$ cat src/hw/spsc_pkg.sv
// Package for the serial port status and control block
package spsc_pkg;
	// Status word field positions
	localparam int STAT_RD_BUSY   = 15;
	localparam int STAT_RD_OK     = 14;
	localparam int STAT_RD_TMO    = 13;
	localparam int STAT_WR_BUSY   = 12;
	localparam int STAT_WR_OK     = 11;
	localparam int STAT_WR_TMO    = 10;
	localparam int STAT_RX_PEND   = 9;
	localparam int STAT_OVERRUN   = 8;
	localparam int STAT_FRAME     = 7;
	localparam int STAT_PARITY    = 6;
	localparam int STAT_CTS       = 5;
	localparam int STAT_DSR       = 4;
	localparam int STAT_RI        = 3;
	localparam int STAT_DCD       = 2;
	// Control word field positions
	localparam int CTRL_RTS       = 15;
	localparam int CTRL_DTR       = 14;
	// Widths
	localparam int WORD_W         = 16;
	localparam int CNT_W          = 12;
	// Receive buffer depth in characters
	localparam logic [CNT_W-1:0] BUF_DEPTH = 12'h831;
	localparam logic [CNT_W-1:0] CNT_ONE   = 12'h001;
	localparam logic [WORD_W-1:0] WORD_ZERO = 16'h0000;

	// Duplex mode of the RS-485 port
	typedef enum logic [1:0] {
		SPSC_DUP_P2P   = 2'h0,
		SPSC_DUP_2WIRE = 2'h1,
		SPSC_DUP_4WIRE = 2'h2
	} spsc_duplex_t;

	// Status read answer sequencer
	typedef enum logic [1:0] {
		SPSC_ANS_IDLE  = 2'h0,
		SPSC_ANS_WORD1 = 2'h1,
		SPSC_ANS_WORD2 = 2'h3
	} spsc_ans_t;

	// Events from the transfer engines and receiver
	typedef struct packed {
		logic rd_start;
		logic rd_done;
		logic rd_timeout;
		logic rd_cancel;
		logic wr_start;
		logic wr_done;
		logic wr_timeout;
		logic wr_cancel;
		logic tx_active;
		logic rx_char;
		logic rx_take;
		logic rx_overrun;
		logic frame_err;
		logic parity_err;
	} spsc_evt_t;

	// Modem input lines
	typedef struct packed {
		logic cts;
		logic dsr;
		logic ri;
		logic dcd;
	} spsc_modem_t;

	// Whole block state
	typedef struct packed {
		logic              rd_busy;
		logic              rd_ok;
		logic              rd_tmo;
		logic              wr_busy;
		logic              wr_ok;
		logic              wr_tmo;
		logic              overrun;
		logic              frame;
		logic              parity;
		logic [CNT_W-1:0]  rx_count;
		logic              rts_cmd;
		logic              dtr_cmd;
		logic [1:0]        mdm_s1;
		logic [1:0]        mdm_s2;
		logic [1:0]        mdm_s3;
		logic [1:0]        mdm_s4;
		spsc_ans_t         ans;
		logic [WORD_W-1:0] ans_data;
		logic              ans_valid;
		logic              rts_line;
		logic              dtr_line;
		logic              drv_en;
	} spsc_state_t;
endpackage

$ cat src/hw/spsc_core.sv
// Serial port status word, control word and RS-485 RTS gating
// Notes on behaviour
// RL1: Read busy set on read start, cleared on end
// RL2: Read success set on completion, cleared on start
// RL3: Read timeout set on timeout, cleared on start
// RL4: Write busy set on write start, cleared on end
// RL5: Write success set on completion, cleared on start
// RL6: Write timeout set on timeout, cleared on start
// RL7: Bit 9 high while characters wait
// RL8: Overrun bit sticky until status read
// RL9: Framing bit sticky until status read
// RL10: Parity bit sticky until status read
// RL11: Bit 5 follows CTS input
// RL12: Bit 4 follows DSR input
// RL13: Bit 3 ring indicator, bit 2 DCD
// RL14: Status bits 1 and 0 read zero
// RL15: Control bit 15 commands RTS; rest zero
// RL16: Control bit 14 commands DTR
// RL17: RS-485 RTS gated by transmit driver enable
// RL18: Disabled driver blocks commanded RTS on line
// RL19: 2/4-wire modes: driver enabled only while sending
// RL20: Point-to-point mode: driver always enabled
// RL21: Status read answers status then waiting count
// RL22: Full buffer discards characters, sets overrun
// RL23: Initialize cancels, flushes, drops RTS and DTR
// RL24: Read snapshots status; same-cycle error survives
`timescale 1ns/1ps
module spsc_core
	import spsc_pkg::*;
(
	// Clock and reset
	input  wire logic              sys_clk,
	input  wire logic              sys_rst,
	// Command requests from host software
	input  wire logic              status_read_req,
	input  wire logic              ctrl_write_req,
	input  wire logic [WORD_W-1:0] ctrl_write_data,
	input  wire logic              port_init_req,
	input  wire logic              is_rs485,
	input  wire spsc_duplex_t      duplex_mode,
	// Status read answer
	output logic                   ans_valid,
	output logic [WORD_W-1:0]      ans_data,
	output logic                   ans_last,
	// Engine and receiver events, same clock domain
	input  wire spsc_evt_t         evt,
	output logic                   rx_accept,
	output logic                   cancel_ops,
	output logic                   flush_buf,
	// Modem lines from the pins, asynchronous
	input  wire spsc_modem_t       modem_in,
	output logic                   rts_out,
	output logic                   dtr_out,
	output logic                   tx_drv_en
);
	spsc_state_t q;
	spsc_state_t d;
	logic        buf_full;
	logic        clr_err;
	logic [3:0]  mdm;
	logic [WORD_W-1:0] stat_word;

	// Synchronised modem lines, read only from the second stage
	assign mdm = {q.mdm_s2[1], q.mdm_s2[0], q.mdm_s4[1], q.mdm_s4[0]};
	assign buf_full = (q.rx_count == BUF_DEPTH);
	// A character is taken only when there is room for it
	assign rx_accept = evt.rx_char & ~buf_full & ~port_init_req; // RL22
	assign cancel_ops = port_init_req; // RL23
	assign flush_buf  = port_init_req; // RL23
	assign clr_err = status_read_req & (q.ans == SPSC_ANS_IDLE);

	// Live status word as it would be captured now
	always_comb begin
		stat_word = WORD_ZERO; // RL14
		stat_word[STAT_RD_BUSY] = q.rd_busy;
		stat_word[STAT_RD_OK]   = q.rd_ok;
		stat_word[STAT_RD_TMO]  = q.rd_tmo;
		stat_word[STAT_WR_BUSY] = q.wr_busy;
		stat_word[STAT_WR_OK]   = q.wr_ok;
		stat_word[STAT_WR_TMO]  = q.wr_tmo;
		stat_word[STAT_RX_PEND] = (q.rx_count != '0); // RL7
		stat_word[STAT_OVERRUN] = q.overrun;
		stat_word[STAT_FRAME]   = q.frame;
		stat_word[STAT_PARITY]  = q.parity;
		stat_word[STAT_CTS]     = mdm[3]; // RL11
		stat_word[STAT_DSR]     = mdm[2]; // RL12
		stat_word[STAT_RI]      = mdm[1]; // RL13
		stat_word[STAT_DCD]     = mdm[0]; // RL13
	end

	// Next state of the whole block
	always_comb begin
		d = q;
		// Two-stage synchronisers for the modem inputs
		d.mdm_s1 = {modem_in.cts, modem_in.dsr};
		d.mdm_s2 = q.mdm_s1;
		d.mdm_s3 = {modem_in.ri, modem_in.dcd};
		d.mdm_s4 = q.mdm_s3;

		// Read progress; a start outranks an end in the same cycle
		if (evt.rd_done | evt.rd_timeout | evt.rd_cancel | port_init_req) begin
			d.rd_busy = 1'b0; // RL1
		end
		if (evt.rd_done) begin
			d.rd_ok = 1'b1; // RL2
		end
		if (evt.rd_timeout) begin
			d.rd_tmo = 1'b1; // RL3
		end
		if (evt.rd_start & ~port_init_req) begin
			d.rd_busy = 1'b1; // RL1
			d.rd_ok   = 1'b0; // RL2
			d.rd_tmo  = 1'b0; // RL3
		end

		// Write progress
		if (evt.wr_done | evt.wr_timeout | evt.wr_cancel | port_init_req) begin
			d.wr_busy = 1'b0; // RL4
		end
		if (evt.wr_done) begin
			d.wr_ok = 1'b1; // RL5
		end
		if (evt.wr_timeout) begin
			d.wr_tmo = 1'b1; // RL6
		end
		if (evt.wr_start & ~port_init_req) begin
			d.wr_busy = 1'b1; // RL4
			d.wr_ok   = 1'b0; // RL5
			d.wr_tmo  = 1'b0; // RL6
		end

		// Waiting character count; flush on initialize
		if (port_init_req) begin
			d.rx_count = '0; // RL23
		end else if (rx_accept & ~(evt.rx_take & (q.rx_count != '0))) begin
			d.rx_count = q.rx_count + CNT_ONE; // RL7
		end else if (~rx_accept & evt.rx_take & (q.rx_count != '0)) begin
			d.rx_count = q.rx_count - CNT_ONE; // RL7
		end

		// Sticky errors: clear on status read, new error wins
		if (clr_err) begin
			d.overrun = 1'b0; // RL24
			d.frame   = 1'b0; // RL24
			d.parity  = 1'b0; // RL24
		end
		if (evt.rx_overrun | (evt.rx_char & buf_full)) begin
			d.overrun = 1'b1; // RL8 RL22
		end
		if (evt.frame_err) begin
			d.frame = 1'b1; // RL9
		end
		if (evt.parity_err) begin
			d.parity = 1'b1; // RL10
		end

		// Control word; unused bits are ignored
		if (port_init_req) begin
			d.rts_cmd = 1'b0; // RL23
			d.dtr_cmd = 1'b0; // RL23
		end else if (ctrl_write_req) begin
			d.rts_cmd = ctrl_write_data[CTRL_RTS]; // RL15
			d.dtr_cmd = ctrl_write_data[CTRL_DTR]; // RL16
		end

		// Driver enable by duplex mode
		if (duplex_mode == SPSC_DUP_P2P) begin
			d.drv_en = 1'b1; // RL20
		end else begin
			d.drv_en = evt.tx_active; // RL19
		end
		// RTS reaches the RS-485 line only through the driver
		d.rts_line = is_rs485 ? (d.rts_cmd & d.drv_en) : d.rts_cmd; // RL17 RL18
		d.dtr_line = d.dtr_cmd; // RL16

		// Two-word answer to a status read
		d.ans_valid = 1'b0;
		case (q.ans)
			SPSC_ANS_IDLE: begin
				if (status_read_req) begin
					d.ans_data  = stat_word; // RL21
					d.ans_valid = 1'b1;
					d.ans       = SPSC_ANS_WORD1;
				end
			end
			SPSC_ANS_WORD1: begin
				d.ans_data  = {{(WORD_W-CNT_W){1'b0}}, q.rx_count}; // RL21
				d.ans_valid = 1'b1;
				d.ans       = SPSC_ANS_WORD2;
			end
			SPSC_ANS_WORD2: begin
				d.ans = SPSC_ANS_IDLE;
			end
			default: begin
				d.ans = SPSC_ANS_IDLE;
			end
		endcase
	end

	// State register
	always_ff @(posedge sys_clk or posedge sys_rst) begin
		if (sys_rst) begin
			q <= '0;
		end else begin
			q <= d;
		end
	end

	// Outputs from flip-flops; ans_last decodes q.ans_valid and q.ans
	assign ans_valid = q.ans_valid;
	assign ans_data  = q.ans_data;
	assign ans_last  = q.ans_valid & (q.ans == SPSC_ANS_WORD2);
	assign rts_out   = q.rts_line;
	assign dtr_out   = q.dtr_line;
	assign tx_drv_en = q.drv_en;

	// Checks; the release edge is kept out where a register is still clearing
	rd_start_busy_a: assert property (@(posedge sys_clk) disable iff (sys_rst) // RL1
		evt.rd_start && !port_init_req |=> q.rd_busy && !q.rd_ok && !q.rd_tmo)
		else $error("read start did not set busy");
	rd_done_ok_a: assert property (@(posedge sys_clk) disable iff (sys_rst) // RL2
		evt.rd_done && !evt.rd_start |=> q.rd_ok && !q.rd_busy)
		else $error("read done did not set success");
	rd_tmo_flag_a: assert property (@(posedge sys_clk) disable iff (sys_rst) // RL3
		evt.rd_timeout && !evt.rd_start |=> q.rd_tmo)
		else $error("read timeout not flagged");
	wr_start_busy_a: assert property (@(posedge sys_clk) disable iff (sys_rst) // RL4
		evt.wr_start && !port_init_req |=> q.wr_busy && !q.wr_ok && !q.wr_tmo)
		else $error("write start did not set busy");
	wr_done_ok_a: assert property (@(posedge sys_clk) disable iff (sys_rst) // RL5
		evt.wr_done && !evt.wr_start |=> q.wr_ok && !q.wr_busy)
		else $error("write done did not set success");
	wr_tmo_flag_a: assert property (@(posedge sys_clk) disable iff (sys_rst) // RL6
		evt.wr_timeout && !evt.wr_start |=> q.wr_tmo)
		else $error("write timeout not flagged");
	err_survives_a: assert property (@(posedge sys_clk) disable iff (sys_rst) // RL9
		clr_err && evt.frame_err |=> q.frame)
		else $error("frame error lost on status read");
	err_cleared_a: assert property (@(posedge sys_clk) disable iff (sys_rst) // RL10
		clr_err && !evt.parity_err |=> !q.parity)
		else $error("parity not cleared by status read");
	full_overrun_a: assert property (@(posedge sys_clk) disable iff (sys_rst) // RL22
		evt.rx_char && buf_full && !evt.rx_take && !port_init_req
		|=> q.overrun && $stable(q.rx_count))
		else $error("full buffer did not flag overrun");
	ans_two_words_a: assert property (@(posedge sys_clk) disable iff (sys_rst) // RL21
		status_read_req && q.ans == SPSC_ANS_IDLE |=> ans_valid ##1 ans_valid && ans_last
		##1 !ans_valid)
		else $error("status answer not two words");
	ans_zero_low_a: assert property (@(posedge sys_clk) disable iff (sys_rst) // RL14
		ans_valid && !ans_last |-> ans_data[STAT_DCD-1:0] == '0)
		else $error("status low bits not zero");
	rts_gate_a: assert property (@(posedge sys_clk) disable iff (sys_rst) // RL18
		is_rs485 && !tx_drv_en |-> !rts_out)
		else $error("rts driven with driver off");
	p2p_driver_a: assert property (@(posedge sys_clk) disable iff (sys_rst) // RL20
		!sys_rst && duplex_mode == SPSC_DUP_P2P |=> tx_drv_en)
		else $error("driver not enabled in p2p");
	init_drop_a: assert property (@(posedge sys_clk) disable iff (sys_rst) // RL23
		port_init_req |=> !dtr_out && !rts_out && q.rx_count == '0)
		else $error("initialize did not drop lines");

	// Progress flags move only on their own events or, for busy, on initialize
	rd_end_clear_a: assert property (@(posedge sys_clk) disable iff (sys_rst) // RL1
		(evt.rd_cancel && !evt.rd_start) || port_init_req |=> !q.rd_busy)
		else $error("read cancel did not clear busy");
	wr_end_clear_a: assert property (@(posedge sys_clk) disable iff (sys_rst) // RL4
		(evt.wr_cancel && !evt.wr_start) || port_init_req |=> !q.wr_busy)
		else $error("write cancel did not clear busy");
	rd_ok_hold_a: assert property (@(posedge sys_clk) disable iff (sys_rst) // RL2
		!evt.rd_start && !evt.rd_done |=> $stable(q.rd_ok))
		else $error("read success moved without cause");
	wr_ok_hold_a: assert property (@(posedge sys_clk) disable iff (sys_rst) // RL5
		!evt.wr_start && !evt.wr_done |=> $stable(q.wr_ok))
		else $error("write success moved without cause");
	rd_tmo_hold_a: assert property (@(posedge sys_clk) disable iff (sys_rst) // RL3
		!evt.rd_start && !evt.rd_timeout |=> $stable(q.rd_tmo))
		else $error("read timeout moved without cause");
	wr_tmo_hold_a: assert property (@(posedge sys_clk) disable iff (sys_rst) // RL6
		!evt.wr_start && !evt.wr_timeout |=> $stable(q.wr_tmo))
		else $error("write timeout moved without cause");

	// First answer word carries the flags of the request cycle, second word the waiting count
	pend_flag_a: assert property (@(posedge sys_clk) disable iff (sys_rst) // RL7
		$past(clr_err) |-> ans_data[STAT_RX_PEND] == $past(q.rx_count != '0))
		else $error("pending bit does not match count");
	cts_bit_a: assert property (@(posedge sys_clk) disable iff (sys_rst) // RL11
		$past(clr_err) |-> ans_data[STAT_CTS] == $past(mdm[3]))
		else $error("cts bit does not follow line");
	dsr_bit_a: assert property (@(posedge sys_clk) disable iff (sys_rst) // RL12
		$past(clr_err) |-> ans_data[STAT_DSR] == $past(mdm[2]))
		else $error("dsr bit does not follow line");
	ri_dcd_bits_a: assert property (@(posedge sys_clk) disable iff (sys_rst) // RL13
		$past(clr_err) |-> ans_data[STAT_RI] == $past(mdm[1])
		&& ans_data[STAT_DCD] == $past(mdm[0]))
		else $error("ring or carrier bit does not follow line");
	count_word_a: assert property (@(posedge sys_clk) disable iff (sys_rst) // RL21
		ans_last |-> ans_data[CNT_W-1:0] == $past(q.rx_count)
		&& ans_data[WORD_W-1:CNT_W] == '0)
		else $error("second word is not the waiting count");

	// Sticky errors: set by their event, cleared only by a taken read
	ovr_set_a: assert property (@(posedge sys_clk) disable iff (sys_rst) // RL8
		evt.rx_overrun |=> q.overrun)
		else $error("overrun event not flagged");
	ovr_sticky_a: assert property (@(posedge sys_clk) disable iff (sys_rst) // RL8
		!clr_err && q.overrun |=> q.overrun)
		else $error("overrun dropped without status read");
	frm_sticky_a: assert property (@(posedge sys_clk) disable iff (sys_rst) // RL9
		!clr_err && q.frame |=> q.frame)
		else $error("frame error dropped without status read");
	par_sticky_a: assert property (@(posedge sys_clk) disable iff (sys_rst) // RL10
		!clr_err && q.parity |=> q.parity)
		else $error("parity error dropped without status read");
	ovr_clear_a: assert property (@(posedge sys_clk) disable iff (sys_rst) // RL8
		clr_err && !evt.rx_overrun && !(evt.rx_char && buf_full) |=> !q.overrun)
		else $error("overrun not cleared by status read");
	frm_clear_a: assert property (@(posedge sys_clk) disable iff (sys_rst) // RL9
		clr_err && !evt.frame_err |=> !q.frame)
		else $error("frame error not cleared by status read");
	ovr_survive_a: assert property (@(posedge sys_clk) disable iff (sys_rst) // RL24
		clr_err && evt.rx_overrun |=> q.overrun)
		else $error("overrun lost on status read");
	par_survive_a: assert property (@(posedge sys_clk) disable iff (sys_rst) // RL24
		clr_err && evt.parity_err |=> q.parity)
		else $error("parity error lost on status read");

	// Waiting count steps by one per stored or taken character
	cnt_inc_a: assert property (@(posedge sys_clk) disable iff (sys_rst) // RL7
		rx_accept && !evt.rx_take |=> q.rx_count == $past(q.rx_count) + CNT_ONE)
		else $error("stored character not counted");
	cnt_dec_a: assert property (@(posedge sys_clk) disable iff (sys_rst) // RL7
		evt.rx_take && !rx_accept && !port_init_req && q.rx_count != '0
		|=> q.rx_count == $past(q.rx_count) - CNT_ONE)
		else $error("taken character not uncounted");

	// Initialize cancels transfers and flushes the receive buffer
	init_outs_a: assert property (@(posedge sys_clk) disable iff (sys_rst) // RL23
		port_init_req |-> cancel_ops && flush_buf && !rx_accept)
		else $error("initialize did not cancel and flush");
	init_busy_a: assert property (@(posedge sys_clk) disable iff (sys_rst) // RL23
		port_init_req |=> !q.rd_busy && !q.wr_busy)
		else $error("initialize left an operation busy");

	// Control word and line gating
	rts_write_a: assert property (@(posedge sys_clk) disable iff (sys_rst) // RL15
		ctrl_write_req && !port_init_req |=> q.rts_cmd == $past(ctrl_write_data[CTRL_RTS]))
		else $error("rts command not taken from control word");
	dtr_write_a: assert property (@(posedge sys_clk) disable iff (sys_rst) // RL16
		ctrl_write_req && !port_init_req |=> dtr_out == $past(ctrl_write_data[CTRL_DTR]))
		else $error("dtr not taken from control word");
	dtr_hold_a: assert property (@(posedge sys_clk) disable iff (sys_rst) // RL16
		!ctrl_write_req && !port_init_req |=> $stable(dtr_out))
		else $error("dtr moved without a write");
	rts_plain_a: assert property (@(posedge sys_clk) disable iff (sys_rst) // RL15
		!is_rs485 |=> rts_out == q.rts_cmd)
		else $error("rts does not follow command");
	rts_gated_a: assert property (@(posedge sys_clk) disable iff (sys_rst) // RL17
		is_rs485 |=> rts_out == (q.rts_cmd && tx_drv_en))
		else $error("rts not gated by driver enable");
	drv_follow_a: assert property (@(posedge sys_clk) disable iff (sys_rst) // RL19
		duplex_mode != SPSC_DUP_P2P |=> tx_drv_en == $past(evt.tx_active))
		else $error("driver enable does not follow sending");
endmodule // spsc_core

$ cat config.mk
export PLATFORM = sky130hd
export DESIGN_NAME = spsc_core
export DESIGN_NICKNAME = d
export VERILOG_FILES = /design/src/hw/spsc_pkg.sv /design/src/hw/spsc_core.sv
export SDC_FILE = /design/constraint.sdc
export NUM_CORES = 1
export LEC_CHECK = 0
export BUFFER_PORTS_ARGS = -buffer_cell sky130_fd_sc_hd__buf_2
export CAP_MARGIN = 20
export CORE_ASPECT_RATIO = 0.9
export CORE_MARGIN = 2
export CORE_UTILIZATION = 48
export CTS_CLUSTER_DIAMETER = 200
export DETAILED_ROUTE_END_ITERATION = 12
export GPL_TIMING_DRIVEN = 0
export PLACE_DENSITY = 0.85
export SETUP_SLACK_MARGIN = 0.2
export SYNTH_ARGS = -nofsm -noshare
export SYNTH_HDL_FRONTEND = slang
export SYNTH_SLANG_ARGS = --single-unit
$ cat constraint.sdc
create_clock -name sys_clk -period 3.2 [get_ports sys_clk]
set_clock_uncertainty 0.05 [all_clocks]
set_input_delay 0.16 -clock sys_clk [delete_from_list [all_inputs] [get_ports sys_clk]]
set_output_delay 0.16 -clock sys_clk [all_outputs]
set_load 0.05 [all_outputs]
==> impl_metrics.json <==
{
  "drt_iter0_markers": 203,
  "drv_cap": 0,
  "num_rows": 26,
  "leakage_nw": 1.81,
  "crit_fanout": 8,
  "clockBufferDepth": 2,
  "cts_root_buffer": "clkbuf_8",
  "wire_per_inst_microns": 18.1,
  "worst_pin_slew_ns": 0.642,
  "grt_pass1_wl_mm": 11.5,
  "num_vias": 2548,
  "grt_max_degree": 43,
  "fillers": 395,
  "slowest_delay_ns": 0.45,
  "slew_headroom": 0.572,
  "cts_buffers": 5,
  "fp.coreArea_sq_um": 5600,
  "gp_congestion": 0.945,
  "gr-usage-all-layers": 0.233,
  "synthFlopType": "dfrtp_1",
  "fin_ws_ns": -0.266,
  "setup_viol": 6,
  "clk_pin_slew_ns": 0.10,
  "yosys_warnings": 0,
  "postSynthAreaPerCell_sq_um": 10.0,
  "port_buffers": 51,
  "yosysSeqAreaShare": 0.477,
  "ios": 66,
  "route.met2.wl_mm": 4.02,
  "ys_async_sr_fraction": 1.00,
  "cp-end-kind": "register",
  "multi_input_area_sq_um": 1390,
  "placed_cell_area_sq_um": 3160,
  "status": "complete, but fails checks",
  "ys_seq_elements": 52,
  "grt_pass1_vias": 2415,
  "worst_ir_drop_vdd_uv": 607,
  "dieArea_sq_um": 6310,
  "wl_met3_microns": 548,
  "dpl.hpwl_mm": 4.42,
  "firstDrtPassIters": 5,
  "antenna_found_initial": 0,
  "synth_edf_count": 0,
  "final_cell_mix": "buf_2 (52), dfrtp_1 (43), buf_4 (37)",
  "rsz0062_at_grt": "yes",
  "critPathRequiredTime_ns": 3.35,
  "holdCritPathClass": "input port to register",
  "netlist_instances": 273,
  "htree_num_levels": 2,
  "drtAntennaViolNets": 0,
  "critPathBufInv": 0,
  "fin_crit_ns": 3.47,
  "crit_path_start_kind": "register",
  "drive_gt1_frac": 0.422,
  "path_class": "register to register",
  "fin_area_sq_um": 3830,
  "top_layer": "met4",
  "instances_no_fill": 449,
  "cts_sinks": 52,
  "vias_per_cell": 5.67,
  "drv_slew": 0,
  "die_h_microns": 75.5,
  "cts_tree": "yes",
  "nets": 431,
  "die_x_microns": 83.5,
  "crit_family": "simple AND/OR/NAND/NOR gates",
  "syn_nets": 326,
  "synth_cell_type_count": 47,
  "hold_ws_ns": 0.0221,
  "area_growth_pct": 40.2,
  "slowest_stage": "or3_4",
  "min_period_over_period": 1.08,
  "drc": 0,
  "placed_cells": 395,
  "powerDensity_nw_per_um2": 1010,
  "fmax_mhz": 289,
  "place_ws_ns": -0.267,
  "crit_chain": "nor4_4, nand3_1, and2_4, or3_4, ha_4, o21ai_1, o21bai_2, o311ai_4, a31oi_2, mux2i_1, mux2_2",
  "initial_core_util": 0.488,
  "synth_area_sq_um": 2730,
  "hold_violations": 0,
  "violations": "setup timing",
  "regArea_sq_um": 1310,
  "overflow": 0,
  "insertedDiodeCount": 0,
  "final_common_cell": "buf_2",
  "clk_latency_ns": 0.32,
  "drt_wl_total_mm": 8.15,
  "arrival_ns": 3.61,
  "wl_met1_mm": 3.12
}
metrics by stage:
step / util / TNS (ns) / power [mW]
3_5_place_dp: 0.565 / -0.328 / 2.78
5_1_grt: 0.684 / -1.13 / 4.05
4_1_cts: 0.651 / -0.259 / 3.47
3_3_place_gp: 0.561 / -0.216 / 2.71
6_report: 0.684 / -0.970 / 3.87
2_1_floorplan: - / 0 / 2.41
worst paths after layout:
check                                        from                 to  slack (ns)  depth (start not counted)
worst min-delay path                      evt[13]  q[52]$_DFFE_PP0P_        0.02                          3
worst max register to register  q[37]$_DFFE_PP0P_  q[43]$_DFFE_PP0P_       -0.27                         11
min in group asynchronous                 sys_rst   mdm[1]$_DFF_PP0_        0.28                          3
worst min register to register    d[27]$_DFF_PP0_   mdm[3]$_DFF_PP0_        0.30                          0
worst max-delay path            q[37]$_DFFE_PP0P_  q[43]$_DFFE_PP0P_       -0.27                         11
max in group asynchronous                 sys_rst  q[40]$_DFFE_PP0P_        2.30                          4
layout make-up:
| cell class | instances | share of cell area |
|---|---|---|
| multi-input combinational | 180 | 0.364 |
| sequential | 52 | 0.343 |
| timing repair buffer | 98 | 0.186 |
| buffer | 29 | 0.0503 |
| tap | 70 | 0.0229 |
| clock buffer | 6 | 0.0190 |
| inverter | 12 | 0.0118 |
| clock inverter | 2 | 0.00327 |
worst min-delay path, delay by kind of cell:
family / cells / cell delay [ns]
AND/OR/NAND/NOR: 2 / 0.11
buffers and inverters: 1 / 0.08
logic make-up after synthesis:
kind of cell	share of synthesized area
AOI/OAI and AO/OA	0.170
xor gates and xnor gates	0.0192
adders and majority gates	0.0532
buffers and inverters	0.0871
DFF	0.477
muxes	0.0298
and+or+nand+nor	0.164
sequential cells by signal, indices dropped and copies added, names as in the netlist:
signal / flops
q: 24
mdm: 4
d: 4
ans_valid: 1
tx_drv_en: 1
ans_data: 16
dtr_out: 1
rts_out: 1
repair_timing:
item                                   in CTS  in global routing
pin swaps                                  17                 18
hold buffers                                9                  0
buffers inserted                           31                  6
endpoints found under the hold margin      17                  0
resized for setup                          18                 31
setup endpoints to repair                   6                  8
metal layers:
layer  GRT usage  up-vias
met5           0        -
met1       0.289     1203
li1            -     1142
met2       0.419      154
met3      0.0390       49
met4      0.0950        0
power by group:
group	leakage (nW)	internal (mW)	switching, mW	total, mW
clock network	0.0412	0.153	0.217	0.370
registers	0.630	0.847	0.186	1.03
logic	1.14	1.13	1.34	2.47
synth_stat cells, types with 3 or more instances:
cell      instances  share of area
a21o_1            4          0.011
a21oi_1          12          0.022
a22oi_1          10          0.027
buf_4            18          0.049
clkbuf_1          8          0.011
dfrtp_1          52           0.48
ha_1             10          0.046
inv_1            12          0.016
mux2i_1           7          0.026
nand2_1          20          0.027
nand2b_1          3         0.0069
nand3_1           5         0.0092
nor2_1           32          0.044
nor2b_1          10          0.023
o21a_1            4          0.011
o21ai_0          21          0.038
o21bai_1          3         0.0082
or3_1             3         0.0069
xnor2_1           5          0.016
(Power assumes the default switching activity.)
